$ cat src/include/sxc_pkg.sv
// Purpose: Constants and types for the external bank clock generator.
// Assumes: One 20 MHz clock; software reaches the registers over Avalon-MM.
// Notes: Register offsets are byte addresses on a 32-bit data bus.
package sxc_pkg;
	localparam logic [4:0] ADDR_CTRL = 5'h00;
	localparam logic [4:0] ADDR_FACTOR = 5'h04;
	localparam logic [4:0] ADDR_RATE = 5'h08;
	localparam logic [4:0] ADDR_PHASE = 5'h0C;
	localparam logic [4:0] ADDR_BANK = 5'h10;
	localparam logic [4:0] ADDR_DPA_SEL = 5'h14;
	localparam logic [4:0] ADDR_STATUS = 5'h18;
	localparam int CTRL_ENABLE_BIT = 0;
	localparam int CTRL_MODE_LSB = 4;
	localparam int CTRL_PHASE_EN_BIT = 8;
	localparam int BANK_SEL_LSB = 0;
	localparam int BANK_RX_LSB = 8;
	localparam int BANK_TX_LSB = 16;
	localparam logic [1:0] MODE_FIXED = 2'h0;
	localparam logic [1:0] MODE_DPA = 2'h1;
	localparam logic [1:0] MODE_CDR = 2'h2;
	localparam logic [3:0] FACTOR_MIN = 4'h3;
	localparam logic [3:0] FACTOR_MAX = 4'hA;
	localparam logic [3:0] FACTOR_RESET = 4'hA;
	localparam logic [7:0] RATE_RESET = 8'h00;
	localparam logic [2:0] STEPS_PER_BIT_LAST = 3'h7;
	localparam logic [6:0] HALF_BIT_STEPS = 7'h04;
	localparam int MCLK_FREQ_MHZ = 20;
	localparam int LOCK_TIME_NS = 10000;
	localparam int LOCK_CYCLES = (LOCK_TIME_NS * MCLK_FREQ_MHZ + 999) / 1000;
	typedef enum logic [2:0] {
		LOCK_IDLE = 3'b001,
		LOCK_ACQUIRE = 3'b010,
		LOCK_DONE = 3'b100
	} sxc_lock_type;
	typedef struct packed {
		logic enable;
		logic [1:0] rx_mode;
		logic phase_en;
		logic [3:0] factor;
		logic [7:0] rate;
		logic [2:0] phase;
		logic [2:0] bank;
		logic [7:0] rx_mask;
		logic [7:0] tx_mask;
		logic [23:0] dpa_sel;
		sxc_lock_type lock_st;
		logic [7:0] lock_cnt;
		logic [7:0] pre;
		logic [2:0] sub;
		logic [3:0] bitc;
		logic wait_req;
		logic [31:0] rdata;
		logic fast;
		logic tx_load;
		logic rx_load;
		logic core;
		logic rx_reset;
		logic [7:0] vco;
		logic [7:0] dpa_clk;
		logic comp_diff;
		logic [7:0] rx_en;
		logic [7:0] tx_en;
		logic locked;
	} sxc_state_type;
endpackage

$ cat src/core/sxc_clock_gen.sv
// Purpose: Bank clock generator feeding serializer and deserializer channels.
// Assumes: All inputs synchronous to MCLK_IN; one VCO step per prescaled enable.
// Notes: One bit period is eight VCO steps, so eight phase taps are 45 degrees apart.
`timescale 1ns/1ps
module sxc_clock_gen #(
	parameter int NUM_BANKS = 4,
	parameter int NUM_RX = 4
)
(
	input wire logic MCLK_IN,
	input wire logic RESET_IN,
	input wire logic [4:0] AVS_ADDRESS_IN,
	input wire logic AVS_READ_IN,
	input wire logic AVS_WRITE_IN,
	input wire logic [3:0] AVS_BYTEENABLE_IN,
	input wire logic [31:0] AVS_WRITEDATA_IN,
	output logic [31:0] AVS_READDATA_OUT,
	output logic AVS_WAITREQUEST_OUT,
	output logic FAST_CLK_OUT,
	output logic TX_LOAD_OUT,
	output logic RX_LOAD_OUT,
	output logic CORE_CLK_OUT,
	output logic RX_PLL_RESET_OUT,
	output logic [7:0] VCO_PHASE_OUT,
	output logic [NUM_RX-1:0] RX_DPA_CLK_OUT,
	output logic COMP_DIFF_OUT,
	output logic [NUM_BANKS-1:0] RX_BANK_EN_OUT,
	output logic [NUM_BANKS-1:0] TX_BANK_EN_OUT,
	output logic LOCKED_OUT
);
	// ==========================================================
	// Parameter checks and reset state
	// ==========================================================
	if (NUM_BANKS < 1 || NUM_BANKS > 8 || NUM_RX < 1 || NUM_RX > 8)
	begin : g_bad_param
		$error("Bank and receiver counts must lie between one and eight.");
	end

	// Compensation tracks the receiver mode, which resets to fixed phase, so it starts differential.
	localparam sxc_pkg::sxc_state_type RESET_STATE = '{
		enable: 1'b0, rx_mode: sxc_pkg::MODE_FIXED, phase_en: 1'b0,
		factor: sxc_pkg::FACTOR_RESET, rate: sxc_pkg::RATE_RESET, phase: 3'h0,
		bank: 3'h0, rx_mask: 8'h00, tx_mask: 8'h00, dpa_sel: 24'h000000,
		lock_st: sxc_pkg::LOCK_IDLE, lock_cnt: 8'h00, pre: 8'h00, sub: 3'h0,
		bitc: 4'h0, wait_req: 1'b1, rdata: 32'h00000000, fast: 1'b0,
		tx_load: 1'b0, rx_load: 1'b0, core: 1'b0, rx_reset: 1'b1, vco: 8'h00,
		dpa_clk: 8'h00, comp_diff: 1'b1, rx_en: 8'h00, tx_en: 8'h00, locked: 1'b0
	};

	sxc_pkg::sxc_state_type st_q;
	sxc_pkg::sxc_state_type st_d;
	logic [7:0] own_mask;
	logic [7:0] allowed_mask;
	logic [7:0] bank_limit;
	logic rx_err;
	logic tx_err;
	logic cfg_write;

	// ==========================================================
	// Bank placement checks
	// ==========================================================
	always_comb
	begin
		bank_limit = 8'((9'h001 << NUM_BANKS) - 9'h001);
		own_mask = 8'(8'h01 << st_q.bank) & bank_limit;
		// A neighbour on either side may take transmitters, never receivers.
		allowed_mask = (own_mask | 8'(own_mask << 1) | 8'(own_mask >> 1)) & bank_limit;
		rx_err = |(st_q.rx_mask & ~own_mask);
		tx_err = |(st_q.tx_mask & ~allowed_mask);
	end

	function automatic logic [31:0] merge(input logic [31:0] old, input logic [31:0] wd, input logic [3:0] be);
		logic [31:0] r;
		r = old;
		for (int i = 0; i < 4; i++)
		begin
			if (be[i])
			begin
				r[i*8 +: 8] = wd[i*8 +: 8];
			end
		end
		return r;
	endfunction

	// ==========================================================
	// Next state
	// ==========================================================
	always_comb
	begin
		logic [31:0] cur;
		logic [31:0] nw;
		logic acc;
		logic step;
		logic live;
		logic aligning;
		logic [2:0] s;
		logic [2:0] diff;
		logic [6:0] pos;
		logic [6:0] core_end;
		logic [7:0] taps;
		cur = 32'h00000000;
		nw = 32'h00000000;
		taps = 8'h00;
		diff = 3'h0;
		acc = 1'b0;
		step = 1'b0;
		live = 1'b0;
		aligning = 1'b0;
		s = 3'h0;
		pos = 7'h00;
		core_end = 7'h00;
		st_d = st_q;
		cfg_write = 1'b0;
		// Bus slave: one wait cycle, then the access completes on the low-wait edge.
		acc = (AVS_READ_IN || AVS_WRITE_IN) && !st_q.wait_req;
		st_d.wait_req = !((AVS_READ_IN || AVS_WRITE_IN) && st_q.wait_req);
		st_d.rdata = 32'h00000000;
		if (AVS_ADDRESS_IN == sxc_pkg::ADDR_CTRL)
		begin
			cur[sxc_pkg::CTRL_ENABLE_BIT] = st_q.enable;
			cur[sxc_pkg::CTRL_MODE_LSB +: 2] = st_q.rx_mode;
			cur[sxc_pkg::CTRL_PHASE_EN_BIT] = st_q.phase_en;
		end
		else if (AVS_ADDRESS_IN == sxc_pkg::ADDR_FACTOR)
		begin
			cur[3:0] = st_q.factor;
		end
		else if (AVS_ADDRESS_IN == sxc_pkg::ADDR_RATE)
		begin
			cur[7:0] = st_q.rate;
		end
		else if (AVS_ADDRESS_IN == sxc_pkg::ADDR_PHASE)
		begin
			cur[2:0] = st_q.phase;
		end
		else if (AVS_ADDRESS_IN == sxc_pkg::ADDR_BANK)
		begin
			cur[sxc_pkg::BANK_SEL_LSB +: 3] = st_q.bank;
			cur[sxc_pkg::BANK_RX_LSB +: 8] = st_q.rx_mask;
			cur[sxc_pkg::BANK_TX_LSB +: 8] = st_q.tx_mask;
		end
		else if (AVS_ADDRESS_IN == sxc_pkg::ADDR_DPA_SEL)
		begin
			cur[23:0] = st_q.dpa_sel;
		end
		else if (AVS_ADDRESS_IN == sxc_pkg::ADDR_STATUS)
		begin
			cur[3:0] = {tx_err, rx_err, !(rx_err || tx_err), st_q.locked};
			cur[6:4] = st_q.lock_st;
		end
		if ((AVS_READ_IN || AVS_WRITE_IN) && st_q.wait_req)
		begin
			st_d.rdata = cur;
		end
		nw = merge(cur, AVS_WRITEDATA_IN, AVS_BYTEENABLE_IN);
		if (acc && AVS_WRITE_IN)
		begin
			if (AVS_ADDRESS_IN == sxc_pkg::ADDR_CTRL)
			begin
				st_d.enable = nw[sxc_pkg::CTRL_ENABLE_BIT];
				if (nw[sxc_pkg::CTRL_MODE_LSB +: 2] != 2'h3)
				begin
					st_d.rx_mode = nw[sxc_pkg::CTRL_MODE_LSB +: 2];
				end
				st_d.phase_en = nw[sxc_pkg::CTRL_PHASE_EN_BIT];
				cfg_write = 1'b1;
			end
			else if (AVS_ADDRESS_IN == sxc_pkg::ADDR_FACTOR)
			begin
				// Out-of-range factors are ignored so the word timing stays defined.
				if (nw[3:0] >= sxc_pkg::FACTOR_MIN && nw[3:0] <= sxc_pkg::FACTOR_MAX)
				begin
					st_d.factor = nw[3:0];
				end
				cfg_write = 1'b1;
			end
			else if (AVS_ADDRESS_IN == sxc_pkg::ADDR_RATE)
			begin
				st_d.rate = nw[7:0];
				cfg_write = 1'b1;
			end
			else if (AVS_ADDRESS_IN == sxc_pkg::ADDR_PHASE)
			begin
				st_d.phase = nw[2:0];
			end
			else if (AVS_ADDRESS_IN == sxc_pkg::ADDR_BANK)
			begin
				st_d.bank = nw[sxc_pkg::BANK_SEL_LSB +: 3];
				st_d.rx_mask = nw[sxc_pkg::BANK_RX_LSB +: 8];
				st_d.tx_mask = nw[sxc_pkg::BANK_TX_LSB +: 8];
				cfg_write = 1'b1;
			end
			else if (AVS_ADDRESS_IN == sxc_pkg::ADDR_DPA_SEL)
			begin
				st_d.dpa_sel = nw[23:0];
			end
		end

		// Lock model: any change of frequency plan drops lock and waits again.
		case (st_q.lock_st)
			sxc_pkg::LOCK_IDLE:
			begin
				st_d.lock_cnt = 8'h00;
				if (st_q.enable)
				begin
					st_d.lock_st = sxc_pkg::LOCK_ACQUIRE;
				end
			end
			sxc_pkg::LOCK_ACQUIRE:
			begin
				st_d.lock_cnt = st_q.lock_cnt + 8'h01;
				if (st_q.lock_cnt == 8'(sxc_pkg::LOCK_CYCLES - 1))
				begin
					st_d.lock_st = sxc_pkg::LOCK_DONE;
				end
			end
			sxc_pkg::LOCK_DONE:
			begin
				st_d.lock_cnt = 8'h00;
			end
			default:
			begin
				st_d.lock_st = sxc_pkg::LOCK_IDLE;
			end
		endcase
		if (!st_q.enable)
		begin
			st_d.lock_st = sxc_pkg::LOCK_IDLE;
		end
		else if (cfg_write)
		begin
			st_d.lock_st = sxc_pkg::LOCK_ACQUIRE;
			st_d.lock_cnt = 8'h00;
		end

		// Phase generator; held at word start while unlocked so words restart aligned.
		live = (st_q.lock_st == sxc_pkg::LOCK_DONE);
		step = (st_q.pre == st_q.rate);
		if (!live)
		begin
			st_d.pre = 8'h00;
			st_d.sub = 3'h0;
			st_d.bitc = 4'h0;
		end
		else
		begin
			st_d.pre = step ? 8'h00 : st_q.pre + 8'h01;
			if (step)
			begin
				st_d.sub = st_q.sub + 3'h1;
				if (st_q.sub == sxc_pkg::STEPS_PER_BIT_LAST)
				begin
					st_d.bitc = (st_q.bitc == st_q.factor - 4'h1) ? 4'h0 : st_q.bitc + 4'h1;
				end
			end
		end
		s = st_q.sub + st_q.phase;
		for (int k = 0; k < 8; k++)
		begin
			diff = s - 3'(k);
			taps[k] = !diff[2];
		end
		pos = {st_q.bitc, st_q.sub};
		core_end = sxc_pkg::HALF_BIT_STEPS + {1'b0, st_q.factor, 2'b00};
		aligning = (st_q.rx_mode == sxc_pkg::MODE_DPA) || (st_q.rx_mode == sxc_pkg::MODE_CDR);
		// Nothing toggles before lock, so channels never see a partial word.
		st_d.fast = live && st_q.sub[2];
		st_d.tx_load = live && (st_q.bitc == st_q.factor - 4'h1);
		st_d.rx_load = st_d.tx_load && (st_q.rx_mode != sxc_pkg::MODE_CDR);
		st_d.core = live && pos >= sxc_pkg::HALF_BIT_STEPS && pos < core_end;
		st_d.rx_reset = !live;
		st_d.locked = live;
		st_d.vco = (live && aligning && st_q.phase_en) ? taps : 8'h00;
		for (int c = 0; c < 8; c++)
		begin
			st_d.dpa_clk[c] = live && aligning && taps[st_q.dpa_sel[c*3 +: 3]];
		end
		st_d.comp_diff = (st_q.rx_mode == sxc_pkg::MODE_FIXED);
		// An invalid receiver or transmitter placement enables none of that direction's banks rather than a partial set.
		st_d.rx_en = (live && !rx_err) ? st_q.rx_mask : 8'h00;
		st_d.tx_en = (live && !tx_err) ? st_q.tx_mask : 8'h00;
	end

	always_ff @(posedge MCLK_IN or posedge RESET_IN)
	begin
		if (RESET_IN)
		begin
			st_q <= RESET_STATE;
		end
		else
		begin
			st_q <= st_d;
		end
	end

	// ==========================================================
	// Outputs
	// ==========================================================
	assign AVS_READDATA_OUT = st_q.rdata;
	assign AVS_WAITREQUEST_OUT = st_q.wait_req;
	assign FAST_CLK_OUT = st_q.fast;
	assign TX_LOAD_OUT = st_q.tx_load;
	assign RX_LOAD_OUT = st_q.rx_load;
	assign CORE_CLK_OUT = st_q.core;
	assign RX_PLL_RESET_OUT = st_q.rx_reset;
	assign VCO_PHASE_OUT = st_q.vco;
	assign RX_DPA_CLK_OUT = st_q.dpa_clk[NUM_RX-1:0];
	assign COMP_DIFF_OUT = st_q.comp_diff;
	assign RX_BANK_EN_OUT = st_q.rx_en[NUM_BANKS-1:0];
	assign TX_BANK_EN_OUT = st_q.tx_en[NUM_BANKS-1:0];
	assign LOCKED_OUT = st_q.locked;
endmodule

$ cat config.mk
export PLATFORM = sky130hd
export DESIGN_NAME = sxc_clock_gen
export DESIGN_NICKNAME = d
export VERILOG_FILES = /design/src/include/sxc_pkg.sv /design/src/core/sxc_clock_gen.sv
export SDC_FILE = /design/constraint.sdc
export NUM_CORES = 1
export LEC_CHECK = 0
export CAP_MARGIN = 5
export CORE_MARGIN = 4
export CORE_UTILIZATION = 25
export DETAILED_ROUTE_END_ITERATION = 7
export DONT_BUFFER_PORTS = 1
export SYNTH_ARGS = -nofsm -noshare
export SYNTH_HDL_FRONTEND = slang
export SYNTH_SLANG_ARGS = --single-unit
export TNS_END_PERCENT = 50
$ cat constraint.sdc
create_clock -name MCLK_IN -period 6 [get_ports MCLK_IN]
set_clock_uncertainty 0.15 [all_clocks]
set_input_delay 0.9 -clock MCLK_IN [delete_from_list [all_inputs] [get_ports MCLK_IN]]
set_output_delay 0.9 -clock MCLK_IN [all_outputs]
set_load 0.02 [all_outputs]
==> results.sh <==
export IMPL_placement_io_buffers=0
export IMPL_status="completed"
export IMPL_design_die_area_um2=32300
export IMPL_global_route_wire_length_before_repair_mm=28.64
export IMPL_pd_cells_nw_per_um2=297.5
export IMPL_slew_headroom_pct=30.86
export IMPL_firstDrtPassIters=4
export IMPL_final_max_slew_viol_count=0
export IMPL_critical_path_top_delay_family="simple AND/OR/NAND/NOR gates"
export IMPL_clock_sinks=140
export IMPL_final_common_cell="sky130_fd_sc_hd__dfrtp_1"
export IMPL_rr_startpoint="st_q[127]"
export IMPL_drv_cap=0
export IMPL_post_route_ant_nets=0
export IMPL_synth_seq_area_share_pct=47.62
export IMPL_cts_buffers=17
export IMPL_report_power_total_w=0.002381
export IMPL_critical_path_buf_inv_count=2
export IMPL_clock_tree_root_cell="sky130_fd_sc_hd__clkbuf_16"
export IMPL_layout_cell_share_with_drive_strength_beyond_1_pct=10.60
export IMPL_insertion_delay_ps=420
export IMPL_critPathLaunchType="primary input"
export IMPL_residual_drc_count=0
export IMPL_finalSetupTns_ps=0
export IMPL_multi_input_comb_area_um2=3226
export IMPL_p_leak_nw=3.512
export IMPL_grt_pass1_vias=5030
export IMPL_cts_tree="built"
export IMPL_timing_critical_path_slowest_stage_cell="sky130_fd_sc_hd__nand2_1"
export IMPL_die_h_um=179.7
export IMPL_cts_reportedPaths_clkPinSlew_ps=60
export IMPL_antennaDiodeCount=0
export IMPL_coreArea_um2=28940
export IMPL_initial_antenna_violation_count=3
export IMPL_reg2reg_to="st_q[153]"
export IMPL_ys_flop_type="sky130_fd_sc_hd__dfrtp_1"
export IMPL_finalWeightedCongestion=0.8402
export IMPL_whs_path_depth=2
export IMPL_setup_worst_path_class="in2reg"
export IMPL_postCtsResizedCells=0
export IMPL_hold_path_class="reg2reg"
export IMPL_r2r_setup_slack_ps=3180
export IMPL_critical_path_max_stage_delay_ps=490
export IMPL_ys_ff_latch=140
export IMPL_initial_utilization_pct=25.48
export IMPL_finalCritPeriodShare_pct=49.65
export IMPL_cp_cell_sequence="nor2_1 > nand2_1 > nor2_1 > buf_4 > nand2_1 > buf_4 > mux2_2"
export IMPL_track_usage_pct=11.06
export IMPL_fmaxAchievable_mhz=335.7
export IMPL_dp_final_hpwl_mm=13.04
export IMPL_synthesis_area_per_instance_um2=9.713
export IMPL_hold_path_startpoint="st_q[120]"
export IMPL_area_growth_synth_to_finish_pct=8.554
export IMPL_worst_ep_arrival_time_ps=3130
export IMPL_layout_min_cycle_time_ps=2979
export IMPL_post_cts_buffers=0
export IMPL_commonest_cells_after_routing_fill_and_taps_aside="134 x sky130_fd_sc_hd__dfrtp_1, 74 x sky130_fd_sc_hd__nand2_1, 71 x sky130_fd_sc_hd__nor2_1, 59 x sky130_fd_sc_hd__o21ai_0, 30 x sky130_fd_sc_hd__inv_1"
export IMPL_routed_wire_length_per_instance_um=16.25
export IMPL_critical_path_endpoint_type="flop"
export IMPL_gr_total_overflow=0
export IMPL_yosys_warnings=0
export IMPL_grt_start_max_net_pins=91
export IMPL_fillerInstances=3038
export IMPL_htreeDepth=4
export IMPL_synthDistinctLibCells=64
export IMPL_timing_hold_worst_endpoint="st_q[120]"
export IMPL_setup_viol_count_final=0
export IMPL_vias_per_cell=4.624
export IMPL_num_vias=5091
export IMPL_seqCellArea_um2=3511
export IMPL_holdBufCountCts=0
export IMPL_clock_path_buffers=2
export IMPL_ys_async_sr_fraction_pct=100.0
export IMPL_synth_edff_count=0
export IMPL_worst_pin_slew_ps=1030
export IMPL_syn_instance_count=759
export IMPL_number_of_i_o_pins=105
export IMPL_finalHoldViolCount=0
export IMPL_finish_net_count=766
export IMPL_crit_path_max_fanout=25
export IMPL_postRouteWirelength_mm=17.89
export IMPL_unrepaired_setup_endpoints_after_global_routing="no"
export IMPL_syn_area_um2=7372
export IMPL_first_iter_violations=315
export IMPL_critical_path_required_ps=6150
export IMPL_num_rows=62
export IMPL_worstRegToRegCells=6
export IMPL_fp_dieW_um=179.7
export IMPL_vdd_ir_drop_worst_mv=0.1622
## power by group
group / total (W) / internal, W / switching (W)
logic: 0.000236 / 0.0000929 / 0.000144
registers: 0.00104 / 0.000989 / 0.0000508
clock network: 0.00110 / 0.000707 / 0.000398
total: 0.00238 / 0.00179 / 0.000592
## worst max-delay path by stage
stage	from	end	cells past startpoint	slack, ps
3_3_place_gp	AVS_ADDRESS_IN[1]	st_q[103]	7	2640
6_report	AVS_ADDRESS_IN[1]	st_q[99]	7	3020
4_1_cts	AVS_ADDRESS_IN[1]	st_q[99]	7	3070
3_5_place_dp	AVS_ADDRESS_IN[1]	st_q[103]	7	2640
5_1_grt	AVS_ADDRESS_IN[1]	st_q[99]	7	2860
2_1_floorplan	RESET_IN	AVS_READDATA_OUT[0]	1	1210
## synth_stat cells, types with 7 or more instances
cell type | n | share of area (%)
sky130_fd_sc_hd__buf_2 | 10 | 0.68
sky130_fd_sc_hd__nand2b_1 | 7 | 0.59
sky130_fd_sc_hd__nor2b_1 | 25 | 2.1
sky130_fd_sc_hd__and2_1 | 12 | 1.0
sky130_fd_sc_hd__and3_1 | 9 | 0.76
sky130_fd_sc_hd__ha_1 | 16 | 2.7
sky130_fd_sc_hd__inv_1 | 31 | 1.6
sky130_fd_sc_hd__nor2_1 | 71 | 3.6
sky130_fd_sc_hd__dfrtp_1 | 134 | 45
sky130_fd_sc_hd__xnor2_1 | 23 | 2.7
sky130_fd_sc_hd__o21ai_0 | 59 | 4.0
sky130_fd_sc_hd__a22oi_1 | 17 | 1.7
sky130_fd_sc_hd__xor2_1 | 16 | 1.9
sky130_fd_sc_hd__nand4_1 | 9 | 0.76
sky130_fd_sc_hd__mux2_2 | 22 | 3.4
sky130_fd_sc_hd__a21oi_1 | 18 | 1.2
sky130_fd_sc_hd__nand2_1 | 74 | 3.8
sky130_fd_sc_hd__nor3_1 | 15 | 1.0
sky130_fd_sc_hd__a22o_1 | 9 | 1.1
sky130_fd_sc_hd__clkbuf_1 | 19 | 0.97
sky130_fd_sc_hd__buf_4 | 54 | 5.5
sky130_fd_sc_hd__mux2i_1 | 16 | 2.2
sky130_fd_sc_hd__nand3_1 | 15 | 1.0
## stage by stage
step                      hold WS (ps)  utilization [%]  cells  instance area (um^2)  setup slack (ps)
after floorplan                  300.7                -    766                  7398              1207
after global placement           313.9            25.52   1069                  7383              2639
after detailed placement         321.6            25.52   1069                  7383              2641
after CTS                        335.1            27.66   1101                  8003              3072
after global routing             364.6            27.66   1101                  8003              2857
final                            333.0            27.66   1101                  8003              3021
## cell families after synthesis
| kind of cell | count (synthesis) | synth area share, % |
|---|---|---|
| AOI/OAI and AO/OA | 141 | 12.46 |
| xor gates and xnor gates | 39 | 4.633 |
| adders and majority gates | 22 | 3.666 |
| buffers and inverters | 118 | 9.029 |
| DFF | 140 | 47.62 |
| muxes | 38 | 5.533 |
| other | 1 | 0.05087 |
| and+or+nand+nor | 260 | 17.01 |
## routing by layer
metal  up-vias  track usage (%)  part of all wire (%)
met2       129            17.30                    47
li1       2424                -                     -
met5         -                0                  0.19
met3        19            3.395                   7.0
met1      2513            14.80                    45
met4         6            3.322                   1.2
## worst register-to-register path, stage by stage, from the launching register on
cell,delay [ps]
sky130_fd_sc_hd__dfrtp_1,410
sky130_fd_sc_hd__nor4_1,740
sky130_fd_sc_hd__nand3_1,220
sky130_fd_sc_hd__a22o_1,300
sky130_fd_sc_hd__o31ai_4,530
sky130_fd_sc_hd__o32ai_2,180
sky130_fd_sc_hd__a211oi_2,230
## registers in the layout, indices dropped and copies added (netlist names)
name                 cells
CORE_CLK_OUT             1
AVS_READDATA_OUT        24
RX_PLL_RESET_OUT         1
TX_BANK_EN_OUT           4
AVS_WAITREQUEST_OUT      1
RX_BANK_EN_OUT           4
LOCKED_OUT               1
RX_LOAD_OUT              1
VCO_PHASE_OUT            8
FAST_CLK_OUT             1
TX_LOAD_OUT              1
RX_DPA_CLK_OUT           4
st_q                    88
COMP_DIFF_OUT            1
## layout make-up
class | count | share of cell area [%]
clock buffer | 21 | 5.629
sequential | 140 | 43.87
inverter | 31 | 1.517
clock inverter | 11 | 2.111
tap | 384 | 6.004
multi-input combinational | 508 | 40.31
timing repair buffer | 6 | 0.5629
Note: power is estimated with default switching activity, not from simulation.
